<file path="src/ccw_pkg.sv">
// package: constants, field layout and state types of the clock driver configuration word
package ccw_pkg;

  // ****************************************************************
  // word layout
  // ****************************************************************
  localparam int unsigned CFG_W      = 96;  // full serial word
  localparam int unsigned CFG_LO     = 48;  // lowest bit held by this block
  localparam int unsigned HELD_W     = 48;  // bits 95:48
  localparam int unsigned RSV_HI     = 95;
  localparam int unsigned RSV_LO     = 62;
  localparam int unsigned B_CTL_LVL  = 61;
  localparam int unsigned B_VCO_RNG  = 60;
  localparam int unsigned B_DIS_STY  = 59;
  localparam int unsigned B_REF_EDGE = 58;
  localparam int unsigned B_PLL_OFF  = 57;
  localparam int unsigned B_BANK_HI  = 56;  // bank one
  localparam int unsigned B_BANK_LO  = 52;  // bank five
  localparam int unsigned B_FBDIV_HI = 51;
  localparam int unsigned B_FBDIV_LO = 48;
  localparam int unsigned NBANK      = 5;
  localparam int unsigned FBDIV_W    = 4;
  localparam logic [47:0] CFG_RESET  = 48'h0000_0000_0000;

  // ****************************************************************
  // jtag instruction register
  // ****************************************************************
  localparam int unsigned IR_W      = 4;
  localparam logic [3:0]  IR_CONFIG = 4'h2;  // selects the configuration chain
  localparam logic [3:0]  IR_BYPASS = 4'hf;
  localparam logic [1:0]  IR_CAPT   = 2'h1;  // fixed capture pattern

  // ****************************************************************
  // i2c framing
  // ****************************************************************
  localparam logic [4:0]  I2C_BASE   = 5'h0d;  // upper address bits, arbitrary
  localparam logic [3:0]  I2C_NBYTES = 4'hc;   // 96 bits as 12 bytes
  localparam logic [3:0]  I2C_ACKBIT = 4'h8;
  localparam logic [3:0]  I2C_RELBIT = 4'h9;

  // ****************************************************************
  // state types
  // ****************************************************************
  typedef enum logic [3:0] {
    TAP_RESET, TAP_IDLE, TAP_SEL_DR, TAP_CAP_DR, TAP_SH_DR, TAP_EX1_DR, TAP_PAU_DR,
    TAP_EX2_DR, TAP_UPD_DR, TAP_SEL_IR, TAP_CAP_IR, TAP_SH_IR, TAP_EX1_IR, TAP_PAU_IR,
    TAP_EX2_IR, TAP_UPD_IR
  } ccw_tap_e;

  typedef enum logic [1:0] {
    I2C_IDLE, I2C_ADDR, I2C_DATA, I2C_SKIP
  } ccw_i2c_e;

endpackage

</file>
<file path="src/ccw_sync.sv">
// module: two flip-flop synchroniser for a group of outside levels
`timescale 1ns/1ps
module ccw_sync #(
  parameter int unsigned W = 1
) (
  // clock and reset
  input  wire logic         clk_i,
  input  wire logic         rst_n_i,
  // levels
  input  wire logic [W-1:0] d_i,
  output logic      [W-1:0] q_o
);

  logic [W-1:0] meta_r;

  // first stage feeds only the second
  always_ff @(posedge clk_i or negedge rst_n_i) begin
    if (!rst_n_i) begin
      meta_r <= '0;
      q_o    <= '0;
    end else begin
      meta_r <= d_i;
      q_o    <= meta_r;
    end
  end

endmodule

</file>
<file path="src/ccw_config_word.sv">
// module: serially programmed configuration word, bits 95:48, over shared jtag / i2c pins
//
// Notes on behaviour
// [RULE_01] in jtag mode the serial input is sampled on each test clock rising edge
// [RULE_02] the controller drives the select pin to choose jtag or i2c use
// [RULE_03] the controller writes zero into reserved bits 95 down to 62
// [RULE_04] bit 61 one gives 2.5v control inputs, zero gives 1.8v
// [RULE_05] bit 60 zero selects the low vco range, one the high range
// [RULE_06] bit 59 mirrors the disable style pin for disabled outputs
// [RULE_07] bit 58 zero aligns to falling reference edge, one to rising
// [RULE_08] bit 57 mirrors the pll enable pin, enabling or bypassing the pll
// [RULE_09] bits 56 to 52 disable banks one to five, like the bank pins
// [RULE_10] bits 51 to 48 code the feedback divide ratio
// [RULE_11] gated disable level comes from bit 58, otherwise disabled outputs float
// [RULE_12] the controller clears bit 57 while eeprom operations run
// [RULE_13] select low gives the pins to i2c and holds jtag in reset
// [RULE_14] new settings take effect only after a complete write transaction
`timescale 1ns/1ps
module ccw_config_word
  import ccw_pkg::*;
(
  // clock and reset
  input  wire logic                         core_clk_i,
  input  wire logic                         resetn_i,
  // shared serial pins
  input  wire logic                         jtag_sel_i,
  input  wire logic                         jtag_test_clock_i,
  input  wire logic                         tms_i,
  input  wire logic                         tdi_i,
  output logic                              tdo_o,
  output logic                              tdo_oe_o,
  input  wire logic                         scl_i,
  input  wire logic                         sda_i,
  output logic                              sda_o,
  output logic                              sda_oe_o,
  input  wire logic [1:0]                   i2c_addr_i,
  // control pins
  input  wire logic                         disable_style_pin_i,
  input  wire logic [ccw_pkg::NBANK-1:0]    bank_sync_output_enable_i,
  // settings
  output logic                              ctl_level_2v5_o,
  output logic                              vco_high_range_o,
  output logic                              ref_rising_edge_o,
  output logic                              pll_bypass_o,
  output logic [ccw_pkg::FBDIV_W-1:0]       fb_divide_code_o,
  output logic [ccw_pkg::NBANK-1:0]         bank_disabled_o,
  output logic                              disable_gated_o,
  output logic                              disable_stop_high_o
);

  // ****************************************************************
  // reset release and pin synchronisers
  // ****************************************************************
  logic [1:0]        rst_sync_r;
  logic              rst_n;
  logic [NBANK+6:0]  pins_s;
  logic              sel_s, tck_s, tms_s, tdi_s, scl_s, sda_s, style_s;
  logic [1:0]        addr_s;
  logic [NBANK-1:0]  soe_s;

  always_ff @(posedge core_clk_i or negedge resetn_i) begin
    if (!resetn_i) begin
      rst_sync_r <= 2'h0;
    end else begin
      rst_sync_r <= {rst_sync_r[0], 1'b1};
    end
  end
  assign rst_n = rst_sync_r[1];

  ccw_sync #(.W(NBANK + 7)) u_sync (
    .clk_i   (core_clk_i),
    .rst_n_i (rst_n),
    .d_i     ({jtag_sel_i, jtag_test_clock_i, tms_i, tdi_i, scl_i, sda_i, disable_style_pin_i,
               bank_sync_output_enable_i}),
    .q_o     (pins_s)
  );
  assign {sel_s, tck_s, tms_s, tdi_s, scl_s, sda_s, style_s, soe_s} = pins_s;

  // address straps are static, one more synchroniser stage group
  ccw_sync #(.W(2)) u_sync_addr (
    .clk_i   (core_clk_i),
    .rst_n_i (rst_n),
    .d_i     (i2c_addr_i),
    .q_o     (addr_s)
  );

  // ****************************************************************
  // edge detection on synchronised serial clocks and data
  // ****************************************************************
  logic tck_d_r, scl_d_r, sda_d_r;
  logic tck_rise, tck_fall, scl_rise, scl_fall, i2c_start, i2c_stop;

  always_ff @(posedge core_clk_i or negedge rst_n) begin
    if (!rst_n) begin
      tck_d_r <= 1'b0;
      scl_d_r <= 1'b1;
      sda_d_r <= 1'b1;
    end else begin
      tck_d_r <= tck_s;
      scl_d_r <= scl_s;
      sda_d_r <= sda_s;
    end
  end
  assign tck_rise  = tck_s & ~tck_d_r & sel_s;  // [RULE_01]
  assign tck_fall  = ~tck_s & tck_d_r & sel_s;
  assign scl_rise  = scl_s & ~scl_d_r & ~sel_s;
  assign scl_fall  = ~scl_s & scl_d_r & ~sel_s;
  assign i2c_start = scl_s & scl_d_r & ~sda_s & sda_d_r & ~sel_s;
  assign i2c_stop  = scl_s & scl_d_r & sda_s & ~sda_d_r & ~sel_s;

  // ****************************************************************
  // jtag tap controller
  // ****************************************************************
  ccw_tap_e tap_r, tap_nxt;

  always_comb begin
    case (tap_r)
      TAP_RESET:  tap_nxt = tms_s ? TAP_RESET  : TAP_IDLE;
      TAP_IDLE:   tap_nxt = tms_s ? TAP_SEL_DR : TAP_IDLE;
      TAP_SEL_DR: tap_nxt = tms_s ? TAP_SEL_IR : TAP_CAP_DR;
      TAP_CAP_DR: tap_nxt = tms_s ? TAP_EX1_DR : TAP_SH_DR;
      TAP_SH_DR:  tap_nxt = tms_s ? TAP_EX1_DR : TAP_SH_DR;
      TAP_EX1_DR: tap_nxt = tms_s ? TAP_UPD_DR : TAP_PAU_DR;
      TAP_PAU_DR: tap_nxt = tms_s ? TAP_EX2_DR : TAP_PAU_DR;
      TAP_EX2_DR: tap_nxt = tms_s ? TAP_UPD_DR : TAP_SH_DR;
      TAP_UPD_DR: tap_nxt = tms_s ? TAP_SEL_DR : TAP_IDLE;
      TAP_SEL_IR: tap_nxt = tms_s ? TAP_RESET  : TAP_CAP_IR;
      TAP_CAP_IR: tap_nxt = tms_s ? TAP_EX1_IR : TAP_SH_IR;
      TAP_SH_IR:  tap_nxt = tms_s ? TAP_EX1_IR : TAP_SH_IR;
      TAP_EX1_IR: tap_nxt = tms_s ? TAP_UPD_IR : TAP_PAU_IR;
      TAP_PAU_IR: tap_nxt = tms_s ? TAP_EX2_IR : TAP_PAU_IR;
      TAP_EX2_IR: tap_nxt = tms_s ? TAP_UPD_IR : TAP_SH_IR;
      TAP_UPD_IR: tap_nxt = tms_s ? TAP_SEL_DR : TAP_IDLE;
      default:    tap_nxt = TAP_RESET;
    endcase
  end

  // select low holds the tap in reset whatever the test clock does
  always_ff @(posedge core_clk_i or negedge rst_n) begin
    if (!rst_n) begin
      tap_r <= TAP_RESET;
    end else if (!sel_s) begin
      tap_r <= TAP_RESET;  // [RULE_13]
    end else if (tck_rise) begin
      tap_r <= tap_nxt;
    end
  end

  // ****************************************************************
  // jtag instruction and data shift paths
  // ****************************************************************
  logic [IR_W-1:0]  ir_sr_r, ir_r;
  logic [CFG_W-1:0] dr_sr_r;
  logic             byp_r;
  logic             cfg_sel;
  logic             jtag_apply;
  logic [HELD_W-1:0] cfg_r;  // live word, loaded below

  assign cfg_sel    = (ir_r == IR_CONFIG);
  assign jtag_apply = tck_rise & (tap_r == TAP_UPD_DR) & cfg_sel;

  // instruction register, reset by the tap reset state
  always_ff @(posedge core_clk_i or negedge rst_n) begin
    if (!rst_n) begin
      ir_sr_r <= IR_BYPASS;
      ir_r    <= IR_BYPASS;
    end else if (tap_r == TAP_RESET) begin
      ir_sr_r <= IR_BYPASS;  // [RULE_13]
      ir_r    <= IR_BYPASS;
    end else if (tck_rise) begin
      case (tap_r)
        TAP_CAP_IR: ir_sr_r <= {{(IR_W-2){1'b0}}, IR_CAPT};
        TAP_SH_IR:  ir_sr_r <= {tdi_s, ir_sr_r[IR_W-1:1]};  // [RULE_01]
        TAP_UPD_IR: ir_r    <= ir_sr_r;
        default:    ir_sr_r <= ir_sr_r;
      endcase
    end
  end

  // data chain: captures the live word, shifts lsb out first
  always_ff @(posedge core_clk_i or negedge rst_n) begin
    if (!rst_n) begin
      dr_sr_r <= '0;
      byp_r   <= 1'b0;
    end else if (tck_rise) begin
      case (tap_r)
        TAP_CAP_DR: begin
          dr_sr_r <= {cfg_r, {CFG_LO{1'b0}}};
          byp_r   <= 1'b0;
        end
        TAP_SH_DR: begin
          if (cfg_sel) begin
            dr_sr_r <= {tdi_s, dr_sr_r[CFG_W-1:1]};  // [RULE_01]
          end
          byp_r <= tdi_s;
        end
        default: byp_r <= byp_r;
      endcase
    end
  end

  // tdo changes on the falling test clock edge, driven only while shifting
  always_ff @(posedge core_clk_i or negedge rst_n) begin
    if (!rst_n) begin
      tdo_o    <= 1'b0;
      tdo_oe_o <= 1'b0;
    end else if (!sel_s) begin
      tdo_o    <= 1'b0;
      tdo_oe_o <= 1'b0;
    end else if (tck_fall) begin
      tdo_oe_o <= (tap_r == TAP_SH_DR) || (tap_r == TAP_SH_IR);
      if (tap_r == TAP_SH_IR) begin
        tdo_o <= ir_sr_r[0];
      end else begin
        tdo_o <= cfg_sel ? dr_sr_r[0] : byp_r;
      end
    end
  end

  // ****************************************************************
  // i2c write-only slave
  // ****************************************************************
  ccw_i2c_e         i2c_r;
  logic [3:0]       bit_cnt_r, nbytes_r;
  logic [7:0]       byte_sr_r;
  logic [CFG_W-1:0] i2c_word_r;
  logic             i2c_apply;

  assign i2c_apply = i2c_stop & (i2c_r == I2C_DATA) & (nbytes_r == I2C_NBYTES);

  always_ff @(posedge core_clk_i or negedge rst_n) begin
    if (!rst_n) begin
      i2c_r      <= I2C_IDLE;
      bit_cnt_r  <= 4'h0;
      nbytes_r   <= 4'h0;
      byte_sr_r  <= 8'h00;
      i2c_word_r <= '0;
      sda_oe_o   <= 1'b0;
    end else if (sel_s || i2c_stop) begin
      i2c_r    <= I2C_IDLE;  // [RULE_13]
      sda_oe_o <= 1'b0;
    end else if (i2c_start) begin
      i2c_r     <= I2C_ADDR;
      bit_cnt_r <= 4'h0;
      nbytes_r  <= 4'h0;
      sda_oe_o  <= 1'b0;
    end else if (i2c_r != I2C_IDLE) begin
      if (scl_rise && bit_cnt_r < I2C_ACKBIT) begin
        byte_sr_r <= {byte_sr_r[6:0], sda_s};
        bit_cnt_r <= bit_cnt_r + 4'h1;
      end else if (scl_fall && bit_cnt_r == I2C_ACKBIT) begin
        bit_cnt_r <= I2C_RELBIT;
        case (i2c_r)
          I2C_ADDR: begin
            if (byte_sr_r == {I2C_BASE, addr_s, 1'b0}) begin
              i2c_r    <= I2C_DATA;
              sda_oe_o <= 1'b1;
            end else begin
              i2c_r <= I2C_SKIP;
            end
          end
          I2C_DATA: begin
            if (nbytes_r < I2C_NBYTES) begin
              i2c_word_r <= {i2c_word_r[CFG_W-9:0], byte_sr_r};
              nbytes_r   <= nbytes_r + 4'h1;
              sda_oe_o   <= 1'b1;
            end
          end
          default: sda_oe_o <= 1'b0;
        endcase
      end else if (scl_fall && bit_cnt_r == I2C_RELBIT) begin
        bit_cnt_r <= 4'h0;
        sda_oe_o  <= 1'b0;
      end
    end
  end

  // sda only ever pulls low
  always_ff @(posedge core_clk_i or negedge rst_n) begin
    if (!rst_n) begin
      sda_o <= 1'b0;
    end else begin
      sda_o <= 1'b0;
    end
  end

  // ****************************************************************
  // live configuration word, loaded only at transaction end
  // ****************************************************************

  always_ff @(posedge core_clk_i or negedge rst_n) begin
    if (!rst_n) begin
      cfg_r <= CFG_RESET;
    end else if (jtag_apply) begin
      cfg_r <= dr_sr_r[CFG_W-1:CFG_LO];  // [RULE_14]
    end else if (i2c_apply) begin
      cfg_r <= i2c_word_r[CFG_W-1:CFG_LO];  // [RULE_14]
    end
  end

  assign ctl_level_2v5_o   = cfg_r[B_CTL_LVL - CFG_LO];   // [RULE_04]
  assign vco_high_range_o  = cfg_r[B_VCO_RNG - CFG_LO];   // [RULE_05]
  assign ref_rising_edge_o = cfg_r[B_REF_EDGE - CFG_LO];  // [RULE_07]
  assign pll_bypass_o      = cfg_r[B_PLL_OFF - CFG_LO];   // [RULE_08]
  assign fb_divide_code_o  = cfg_r[B_FBDIV_HI-CFG_LO:B_FBDIV_LO-CFG_LO];  // [RULE_10]

  // ****************************************************************
  // output disable state: pins or bits disable, style picks gate or float
  // ****************************************************************
  logic [NBANK-1:0] bank_bits;
  assign bank_bits = cfg_r[B_BANK_HI-CFG_LO:B_BANK_LO-CFG_LO];

  always_ff @(posedge core_clk_i or negedge rst_n) begin
    if (!rst_n) begin
      bank_disabled_o     <= '0;
      disable_gated_o     <= 1'b0;
      disable_stop_high_o <= 1'b1;
    end else begin
      bank_disabled_o     <= bank_bits | soe_s;  // [RULE_09]
      disable_gated_o     <= style_s | cfg_r[B_DIS_STY - CFG_LO];  // [RULE_06] [RULE_11]
      disable_stop_high_o <= ~cfg_r[B_REF_EDGE - CFG_LO];  // [RULE_11]
    end
  end

endmodule

</file>
<file path="config.mk">
export PLATFORM = sky130hd
export DESIGN_NAME = ccw_config_word
export DESIGN_NICKNAME = d
export VERILOG_FILES = /design/src/ccw_pkg.sv /design/src/ccw_sync.sv /design/src/ccw_config_word.sv
export SDC_FILE = /design/constraint.sdc
export NUM_CORES = 1
export LEC_CHECK = 0
export ABC_AREA = 1
export BUFFER_PORTS_ARGS = -buffer_cell sky130_fd_sc_hd__clkbuf_2
export CAP_MARGIN = 40
export CORE_MARGIN = 4
export CORE_UTILIZATION = 30
export DETAILED_ROUTE_END_ITERATION = 7
export GPL_TIMING_DRIVEN = 0
export HOLD_SLACK_MARGIN = 0.06
export SLEW_MARGIN = 20
export SYNTH_ARGS = -nofsm -noshare
export SYNTH_HDL_FRONTEND = slang
export SYNTH_HIERARCHICAL = 1
export SYNTH_SLANG_ARGS = --single-unit
</file>
<file path="constraint.sdc">
create_clock -name core_clk_i -period 15.39 [get_ports core_clk_i]
set_input_delay 2.3085 -clock core_clk_i [delete_from_list [all_inputs] [get_ports core_clk_i]]
set_output_delay 2.3085 -clock core_clk_i [all_outputs]
set_load 0.02 [all_outputs]
</file>
==> results of run 1 <==
==> worst reg2reg max path: stages (launching register included) <==
cell and delay (ns):
dfrtp_1 0.43, inv_1 0.11, ha_1 0.16, nand3_1 0.07, nor2_1 0.41, nand3_1 0.30, clkbuf_1 0.35, clkbuf_1 0.34
o21ai_0 0.25
==> cell usage in the layout, fill, tap and decap left out, types with 2 or more instances in the layout <==
master / instances
conb_1: 2
clkbuf_8: 7
clkbuf_16: 35
buf_2: 10
inv_2: 4
clkinv_2: 5
buf_12: 4
clkbuf_2: 33
nor2_1: 75
buf_1: 5
inv_1: 179
o21ai_1: 4
o21ai_0: 292
nand3_1: 75
ha_1: 8
dfstp_2: 11
or2_2: 7
dfrtp_1: 302
buf_16: 3
nor3_1: 19
clkbuf_1: 63
buf_4: 14
nand3b_1: 4
nand4_1: 5
a21oi_1: 13
nand2_1: 437
==> metrics by stage <==
step	setup WS [ns]	total power, mW	hold WS (ns)
4_1_cts	11.81	1.69	0.286
3_5_place_dp	12.36	0.907	0.283
5_1_grt	11.80	1.73	0.306
3_3_place_gp	2.46	0.900	0.333
2_1_floorplan	6.01	0.887	0.331
6_report	11.84	1.67	0.269
==> how the worst max path moves through the flow <==
| stage | start | to | slack (ns) | cells past startpoint |
|---|---|---|---|---|
| finish | cfg_r[0]$_DFFE_PN0P_ | fb_divide_code_o[0] | 11.84 | 2 |
| global route | cfg_r[0]$_DFFE_PN0P_ | fb_divide_code_o[0] | 11.80 | 2 |
| CTS | cfg_r[0]$_DFFE_PN0P_ | fb_divide_code_o[0] | 11.81 | 2 |
| detailed placement | cfg_r[0]$_DFFE_PN0P_ | fb_divide_code_o[0] | 12.36 | 2 |
| global placement | rst_sync_r[1]$_DFF_PN0_ | cfg_r[28]$_DFFE_PN0P_ | 2.46 | 0 |
| floorplan | rst_sync_r[1]$_DFF_PN0_ | bank_disabled_o[0]$_DFF_PN0_ | 6.01 | 0 |
==> power by group through the flow <==
stage,registers [mW],clock network [mW],logic (mW)
global placement,0.875,0,0.0254
detailed placement,0.860,0,0.0465
CTS,0.845,0.795,0.0468
finish,0.845,0.776,0.0451
global route,0.846,0.831,0.0536
floorplan,0.870,0,0.0173
==> kinds of logic after synthesis <==
family / count (synthesis)
XOR/XNOR: 2
buffers and inverters: 264
adder cells (fa/ha/maj): 8
AND/OR/NAND/NOR: 623
flip-flops: 314
other: 2
AO/OA/AOI/OAI: 315
==> routing by layer <==
layer,vias up,global-route usage (%),part of all wire (%)
li1,4980,-,-
met1,4935,18.4,47
met2,219,20.9,46
met3,60,2.02,4.4
met4,0,3.79,2.9
met5,-,0,0
==> flip-flops by register name, summed over array words and instances (netlist names), 4 cells and up <==
name,cells
u_sync/q_o,12
nbytes_r,4
cfg_r,48
bank_disabled_o,5
ir_r,4
i2c_word_r,96
u_sync/meta_r,12
dr_sr_r,96
tap_r,4
ir_sr_r,4
byte_sr_r,8
bit_cnt_r,4
==> area by class of cell <==
class                           count  area, um2  area share (%)
Buffer                             80        365            2.39
Clock buffer                       54       1020            6.66
Clock inverter                      7       41.3           0.270
Inverter                          184        691            4.52
Multi-Input combinational cell    950       4230            27.7
Sequential cell                   314       7880            51.5
Tap cell                          585        732            4.79
Timing Repair Buffer               40        328            2.15
==> flow_summary_export.csv, run 1 <==
group,metric,value,unit
yosys,synth_cell_types,30,
place,placedCellCount,2153,
power,p_seq_share,50.7,%
cells_and_area,finalNonFillerCells,2214,
floorplan,core.rowCount,76,
yosys,muxShareOfSynthArea,0,%
drt,dr.pass1.iters,5,
clock_network,postCtsSetupRepairBufs,0,
clock_network,path_clk_slew,0.06,ns
yosys,synth_top_area_cell,"dfrtp_1",
clock_network,ctsLongestPathBuffers,3,
clock_network,holdBufCountCts,0,
worst_setup_path,setup.worst_path.start_class,"flip-flop",
yosys,synthCells,1528,
power,p_sw,361,uW
timing,worst_pin_slew,0.735,ns
worst_setup_path,critPathArrivalTime,1.25,ns
yosys,synth_top_family_by_area,"simple AND/OR/NAND/NOR gates",
worst_setup_path,worstPathCellList,"buf_4 -> clkbuf_2",
worst_setup_path,r2r_end,"i2c_word_r[2]$_DFFE_PN0P_",
place,dp_hpwl,21200,um
floorplan,ios,35,
timing,rsz0062_at_grt,"false",
timing,setup_violations,0,
yosys,netlist_area,0.0132,mm2
drt,drtIter0Drc,762,
worst_setup_path,r2r_cells,8,
cells_and_area,stdcell_area,0.0153,mm2
place,port_buffers,33,
timing,hold_violations,0,
status,status,"complete, no violations",
yosys,yosys_warnings,6,
global_route,antenna_found_initial,0,
timing,final.setup.tns,0,ns
yosys,ys_seq_area_share,59.8,%
yosys,synthSimpleGateAreaFrac,19.0,%
yosys,yosysTopAreaCellShare,57.6,%
worst_setup_path,r2r_slack,12.88,ns
clock_network,cts.sinks,314,
yosys,synth_edf_count,0,
clock_network,clock_latency,0.51,ns
worst_setup_path,worstPathRequired,13.08,ns
worst_setup_path,cp.buffers_inverters,2,
power,clkPwrFrac,46.6,%
drt,routedWlPerCell,13.6,um
global_route,gr-total-overflow,0,
yosys,synth_xor_area_share,0.133,%
yosys,synth_fa_ha_area_share,0.761,%
job,maxCapViolCount,0,
yosys,synth.area.top_cells,"dfrtp_1 58%, nand2_1 12%, o21ai_0 11%",
clock_network,cts_resized,0,
timing,max_freq,281,MHz
power,swShare,21.7,%
power,cellPowerDensity,109,mW/mm2
cells_and_area,layout.nets,1629,
yosys,yosys-top-cells-count,"437 x nand2_1, 303 x dfrtp_1, 292 x o21ai_0, 179 x inv_1",
worst_setup_path,path_delay_family,"flip-flops",
global_route,grt_usage,13.0,%
yosys,post-synth-top-count-cell,"nand2_1",
global_route,grt_max_degree,50,
global_route,grt_pass1_vias,10100,
floorplan,die_area,0.0473,mm2
timing,post-route-period-util,23.1,%
timing,layout_min_cycle_time,3.55,ns
power,ir_drop,0.0000834,V
power,power.internal,1.31,mW
worst_hold_path,worst_hold_path_type,"flip-flop to asynchronous set/reset pin",
worst_setup_path,cp_max_fo,3,
power,pwr-share-comb,2.7,%
yosys,synth_fp_nets,1552,
cells_and_area,layout-drive-gt1-share,8.53,%
drt,antenna_left,0,
floorplan,fp.dieW,217,um
global_route,grt_pass1_wl,51900,um
worst_setup_path,slowest_stage,"dfrtp_1",
worst_setup_path,worstSetupPathType,"flip-flop to primary output",
drt,drt_wl_total,30100,um
yosys,synth_flop_cell,"dfrtp_1",
floorplan,start_util,30.5,%
clock_network,clockRootBuffer,"clkbuf_16",
drt,vias,10194,
place,place.gp.congestion,0.827,
cells_and_area,n_antenna_cell,0,
place,placed_area,0.0142,mm2
cells_and_area,num-fill-cells,4465,
timing,max-slew-margin-rel,51.0,%
yosys,synth-seq-cells,314,
cells_and_area,fin_util,35.4,%
power,leakage,7.02,nW
clock_network,cts-buffers-inserted,35,
yosys,syn_area_per_cell,8.61,um2
yosys,async_reset_ff_share,100,%
drt,drc,0,
yosys,synth-compound-area-share,12.2,%
clock_network,cts_tree,"done",
worst_setup_path,crit_path_end_kind,"primary output",
timing,fin_skew,0.0195,ns
worst_setup_path,max_stage_delay,0.42,ns
floorplan,core_area,0.0432,mm2
clock_network,htree_levels,2,
floorplan,dieHeight,217,um
cells_and_area,area_delta_synth_final,16.1,%
worst_setup_path,reg2reg_from,"bit_cnt_r[0]$_DFFE_PN0P_",
drt,via_per_inst,4.60,
timing,maxSlewViolCount,0,
No activity file was read; power rests on OpenSTA's default activity.
==> run 2: changes to the inputs <==
clock period = 3.6 ns   (was 15.39 ns; I/O delays follow)
==> run 2 against run 1 <==
Compared with the run above: worst hold slack lost 0.13 ns; sequential cell count is the same; die area unchanged; routed wire length fell by 0.87%; worst setup slack worse by 11 ns; largest power group unchanged.
==> flow_summary_export.csv, run 2 (same netlist as run 1, synthesis figures left out) <==
group,metric,value,unit
cells_and_area,n_antenna_cell,0,
global_route,grt_usage,12.8,%
worst_hold_path,worst_hold_path_type,"primary input to flip-flop",
worst_setup_path,setup.worst_path.start_class,"flip-flop",
timing,maxSlewViolCount,0,
drt,drtIter0Drc,720,
timing,setup_violations,0,
clock_network,ctsLongestPathBuffers,3,
floorplan,core_area,0.0432,mm2
cells_and_area,num-fill-cells,4482,
worst_setup_path,worstPathRequired,3.96,ns
clock_network,htree_levels,2,
drt,routedWlPerCell,13.5,um
worst_setup_path,critPathArrivalTime,2.88,ns
drt,via_per_inst,4.54,
cells_and_area,area_delta_synth_final,16.4,%
clock_network,cts_resized,0,
timing,whs,0.141,ns
global_route,grt_max_degree,56,
drt,vias,10048,
floorplan,start_util,30.5,%
timing,max-slew-margin-rel,49.3,%
power,cellPowerDensity,469,mW/mm2
worst_setup_path,worstSetupPathType,"flip-flop to flip-flop",
worst_setup_path,max_stage_delay,0.43,ns
floorplan,fp.dieW,217,um
clock_network,cts-buffers-inserted,35,
status,status,"complete, no violations",
timing,worst_slack,1.08,ns
drt,drt_wl_total,29800,um
timing,hold_violations,0,
drt,antenna_left,0,
place,port_buffers,33,
timing,final.setup.tns,0,ns
power,leakage,7.04,nW
worst_setup_path,cp.buffers_inverters,3,
global_route,antenna_found_initial,0,
drt,dr.pass1.iters,5,
floorplan,ios,35,
cells_and_area,top_regs,"dr_sr_r x96, i2c_word_r x96, cfg_r x48",
power,finalPower,7.18,mW
timing,worst_pin_slew,0.754,ns
cells_and_area,layout.nets,1629,
clock_network,clock_latency,0.51,ns
clock_network,cts.sinks,314,
global_route,gr-total-overflow,0,
global_route,grt_pass1_vias,9807,
job,maxCapViolCount,0,
floorplan,dieHeight,217,um
timing,rsz0062_at_grt,"false",
place,place.gp.congestion,0.841,
place,dp_slack,1.08,ns
clock_network,cts_tree,"done",
drt,drc,0,
worst_setup_path,path_delay_family,"simple AND/OR/NAND/NOR gates",
worst_setup_path,crit_path_end_kind,"flip-flop",
place,dp_hpwl,20900,um
clock_network,path_clk_slew,0.06,ns
clock_network,clockRootBuffer,"clkbuf_16",
timing,max_freq,396,MHz
cells_and_area,fin_util,35.5,%
worst_setup_path,cp_max_fo,10,
floorplan,core.rowCount,76,
timing,post-route-period-util,70.1,%
timing,fin_skew,0.0118,ns
cells_and_area,layout-drive-gt1-share,8.41,%
worst_setup_path,worstPathCellList,"inv_1 -> nand3_1 -> nor2_1 -> nand3_1 -> clkbuf_1 -> clkbuf_1 -> nand2_1 -> o21ai_0",
timing,layout_min_cycle_time,2.52,ns
power,ir_drop,0.000350,V
cells_and_area,mostFrequentLayoutCells,"437 x nand2_1, 302 x dfrtp_1, 292 x o21ai_0",
global_route,grt_pass1_wl,50900,um
floorplan,die_area,0.0473,mm2
cells_and_area,layout_commonest_cell,"nand2_1",
worst_setup_path,slowest_stage,"dfrtp_1",
-- run 2: changes by cell type in the layout (fill, tap and decap cells not counted) --
cell and change:
buf_12 -3, clkinvlp_4 -1, clkbuf_16 +2, dlygate4sd3_1 +1, clkinv_2 -1, clkbuf_1 +1
inv_6 -1, buf_16 +2
-- run 2: layout make-up --
cell class                      instances  area [um2]  area share [%]
Clock buffer                           57        1070            6.99
Timing Repair Buffer                   40         333            2.17
Buffer                                 80         365            2.39
Inverter                              184         691            4.51
Multi-Input combinational cell        950        4230            27.6
Clock inverter                          4        20.0           0.131
Sequential cell                       314        7880            51.4
Tap cell                              585         732            4.78
-- run 2: layer usage --
layer	share of wire (%)	track usage (%)	vias up
met5	0	0	-
li1	-	-	4982
met3	4.1	2.24	46
met1	48	18.5	4835
met4	2.1	2.84	0
met2	45	20.3	185
-- run 2: worst register-to-register path: cells and delay by family, from the launching register on --
family / cells / cell delay [ns]
and+or+nand+nor: 4 / 0.97
buffers and inverters: 3 / 0.89
DFF: 1 / 0.43
AOI/OAI and AO/OA: 1 / 0.10
-- run 2: path summary, 6_finish.rpt --
| check | start | end | slack [ns] | depth (start not counted) |
|---|---|---|---|---|
| worst max-delay path | u_sync/q_o[11]$_DFF_PN0_ | i2c_word_r[87]$_DFFE_PN0P_ | 1.08 | 8 |
| worst min-delay path | bank_sync_output_enable_i[4] | u_sync/meta_r[4]$_DFF_PN0_ | 0.14 | 1 |
| worst max register to register | u_sync/q_o[11]$_DFF_PN0_ | i2c_word_r[87]$_DFFE_PN0P_ | 1.08 | 8 |
| worst min register to register | rst_sync_r[1]$_DFF_PN0_ | u_sync/q_o[8]$_DFF_PN0_ | 0.30 | 0 |
| max in group asynchronous | rst_sync_r[1]$_DFF_PN0_ | i2c_word_r[22]$_DFFE_PN0P_ | 1.83 | 4 |
| min in group asynchronous | rst_sync_r[1]$_DFF_PN0_ | u_sync/q_o[8]$_DFF_PN0_ | 0.30 | 0 |
-- run 2: through the flow --
step	area, um2	std cells
2_1_floorplan	13200	1528
3_3_place_gp	14100	2146
3_5_place_dp	14200	2152
4_1_cts	15300	2214
5_1_grt	15300	2214
6_report	15300	2214
-- run 2: report_power, final --
| group | leakage (nW) | internal (mW) | switching, mW |
|---|---|---|---|
| Sequential | 4.26 | 3.58 | 0.0356 |
| Clock | 0.537 | 2.03 | 1.35 |
| Combinational | 2.25 | 0.0584 | 0.130 |
| Total | 7.04 | 5.66 | 1.52 |
-- run 2: timing repair --
| action | 4_1_cts | 5_1_grt |
|---|---|---|
| hold buffers | 1 | 0 |
| buffers inserted | 0 | 0 |
| hold endpoints to repair | 2 | 0 |
==> run 3: changes to the inputs <==
clock period = 2.4 ns   (was 3.6 ns; I/O delays follow)
==> run 3 against run 2 <==
Compared with the run above: sequential share of layout area down 0.63 points; combinational power up 61%; first-iteration DRC count unchanged; cell area up 1.3%; largest power group unchanged; via count up 0.36%; fmax up 12%; worst hold slack better by 0.034 ns; clock skew up 0.00067 ns; sequential cell count unchanged; final cell count up 0.68%; critical path depth up 3; die area unchanged.
==> flow_summary_export.csv, run 3 (same netlist as run 1, synthesis figures left out) <==
group,metric,value,unit
floorplan,dieHeight,217,um
floorplan,core_area,0.0432,mm2
timing,post-route-period-util,93.6,%
timing,layout_min_cycle_time,2.25,ns
worst_setup_path,setup.worst_path.start_class,"flip-flop",
floorplan,die_area,0.0473,mm2
cells_and_area,mostFrequentLayoutCells,"437 x nand2_1, 302 x dfrtp_1, 291 x o21ai_0",
worst_setup_path,cp_max_fo,10,
clock_network,cts.sinks,314,
cells_and_area,area_delta_synth_final,17.9,%
worst_setup_path,critPathArrivalTime,2.64,ns
timing,fin_skew,0.0124,ns
clock_network,path_clk_slew,0.06,ns
place,placed_area,0.0142,mm2
floorplan,core.rowCount,76,
timing,worst_slack,0.153,ns
place,dp_slack,-0.116,ns
clock_network,ctsLongestPathBuffers,3,
timing,whs,0.175,ns
worst_setup_path,worstSetupPathType,"flip-flop to flip-flop",
floorplan,ios,35,
global_route,grt_pass1_wl,51200,um
cells_and_area,layout.nets,1644,
floorplan,start_util,30.5,%
timing,setup_violations,0,
power,ir_drop,0.000533,V
worst_setup_path,max_stage_delay,0.45,ns
drt,dr.pass1.iters,5,
drt,drtIter0Drc,720,
status,status,"complete, no violations",
power,leakage,7.15,nW
global_route,grt_pass1_vias,9887,
global_route,antenna_found_initial,0,
place,dp_hpwl,20900,um
worst_setup_path,crit_top_cell,"nand2_1",
job,maxCapViolCount,0,
clock_network,clock_latency,0.51,ns
timing,hold_violations,0,
global_route,grt_usage,12.9,%
cells_and_area,layout-drive-gt1-share,9.43,%
drt,vias,10084,
timing,rsz0062_at_grt,"false",
timing,max_freq,445,MHz
cells_and_area,stdcell_area,0.0155,mm2
worst_setup_path,path_delay_family,"simple AND/OR/NAND/NOR gates",
place,place.gp.congestion,0.841,
clock_network,clockRootBuffer,"clkbuf_16",
timing,maxSlewViolCount,0,
worst_setup_path,worstPathCellList,"nor2_1 -> nand2_2 -> o21ai_2 -> nand2_1 -> a21oi_4 -> buf_12 -> inv_2 -> buf_2 -> buf_4 -> nand2_1 -> nand2_1",
clock_network,htree_levels,2,
worst_setup_path,slowest_stage,"dfrtp_1",
worst_hold_path,worst_hold_path_type,"primary input to asynchronous set/reset pin",
cells_and_area,layout_commonest_cell,"nand2_1",
drt,routedWlPerCell,13.4,um
drt,drt_wl_total,29900,um
worst_setup_path,cp.buffers_inverters,4,
power,finalPower,10.8,mW
timing,final.setup.tns,0,ns
floorplan,fp.dieW,217,um
clock_network,cts-buffers-inserted,35,
worst_setup_path,crit_path_end_kind,"flip-flop",
global_route,grt_max_degree,56,
timing,worst_pin_slew,0.758,ns
drt,antenna_left,0,
cells_and_area,finalNonFillerCells,2229,
cells_and_area,fin_util,35.9,%
drt,via_per_inst,4.52,
place,placedCellCount,2152,
cells_and_area,top_regs,"dr_sr_r x96, i2c_word_r x96, cfg_r x48",
global_route,gr-total-overflow,0,
timing,max-slew-margin-rel,49.0,%
worst_setup_path,worstPathRequired,2.79,ns
clock_network,cts_tree,"done",
power,cellPowerDensity,696,mW/mm2
drt,drc,0,
place,port_buffers,33,
cells_and_area,n_antenna_cell,0,
[run 3: layout make-up]
cell class,count,area (um2)
plain buffers,80,384
clock buffers,57,1070
clock inverters,4,20.0
fillers,4465,27700
inverters,184,691
multi-input cells,950,4240
flip-flops and latches,314,7880
well taps,585,732
repair buffers,55,493
[run 3: repair_timing]
item | in CTS | in global routing
resized for setup | 2 | 31
endpoints found under the hold margin | 16 | 0
cloned | 0 | 0
buffers inserted | 1 | 0
hold buffers | 15 | 0
setup endpoints to repair | 100 | 162
[run 3: final timing paths]
kind,start,end,slack [ns],depth (start not counted)
min in group core_clk_i,u_sync/meta_r[5]$_DFF_PN0_,u_sync/q_o[5]$_DFF_PN0_,0.35,0
worst max-delay path,tap_r[1]$_DFFE_PN0P_,dr_sr_r[46]$_DFFE_PN0P_,0.15,11
worst min-delay path,resetn_i,rst_sync_r[0]$_DFF_PN0_,0.18,2
max in group asynchronous,rst_sync_r[1]$_DFF_PN0_,i2c_word_r[22]$_DFFE_PN0P_,0.63,4
worst min register to register,rst_sync_r[1]$_DFF_PN0_,u_sync/q_o[8]$_DFF_PN0_,0.30,0
worst max register to register,tap_r[1]$_DFFE_PN0P_,dr_sr_r[46]$_DFFE_PN0P_,0.15,11
[run 3: layer usage]
metal	routed length, um	part of all wire, %	up-vias	GRT usage (%)
met5	0	0	-	0
met4	583	2.0	0	2.84
met3	1300	4.3	45	2.22
met2	13700	46	194	20.4
met1	14300	48	4824	18.6
li1	-	-	5021	-
[run 3: worst reg2reg max path: stages, from the launching register on]
cell and delay (ns):
dfrtp_1 0.45, nor2_1 0.30, nand2_2 0.24, o21ai_2 0.15, nand2_1 0.14, a21oi_4 0.15
buf_12 0.16, inv_2 0.05, buf_2 0.18, buf_4 0.19, nand2_1 0.08, nand2_1 0.06
[run 3: power breakdown]
| group | switching [mW] | leakage, nW | internal [mW] |
|---|---|---|---|
| Sequential | 0.0530 | 4.26 | 5.37 |
| Combinational | 0.201 | 2.36 | 0.103 |
| Clock | 2.03 | 0.537 | 3.04 |
| Total | 2.29 | 7.15 | 8.51 |
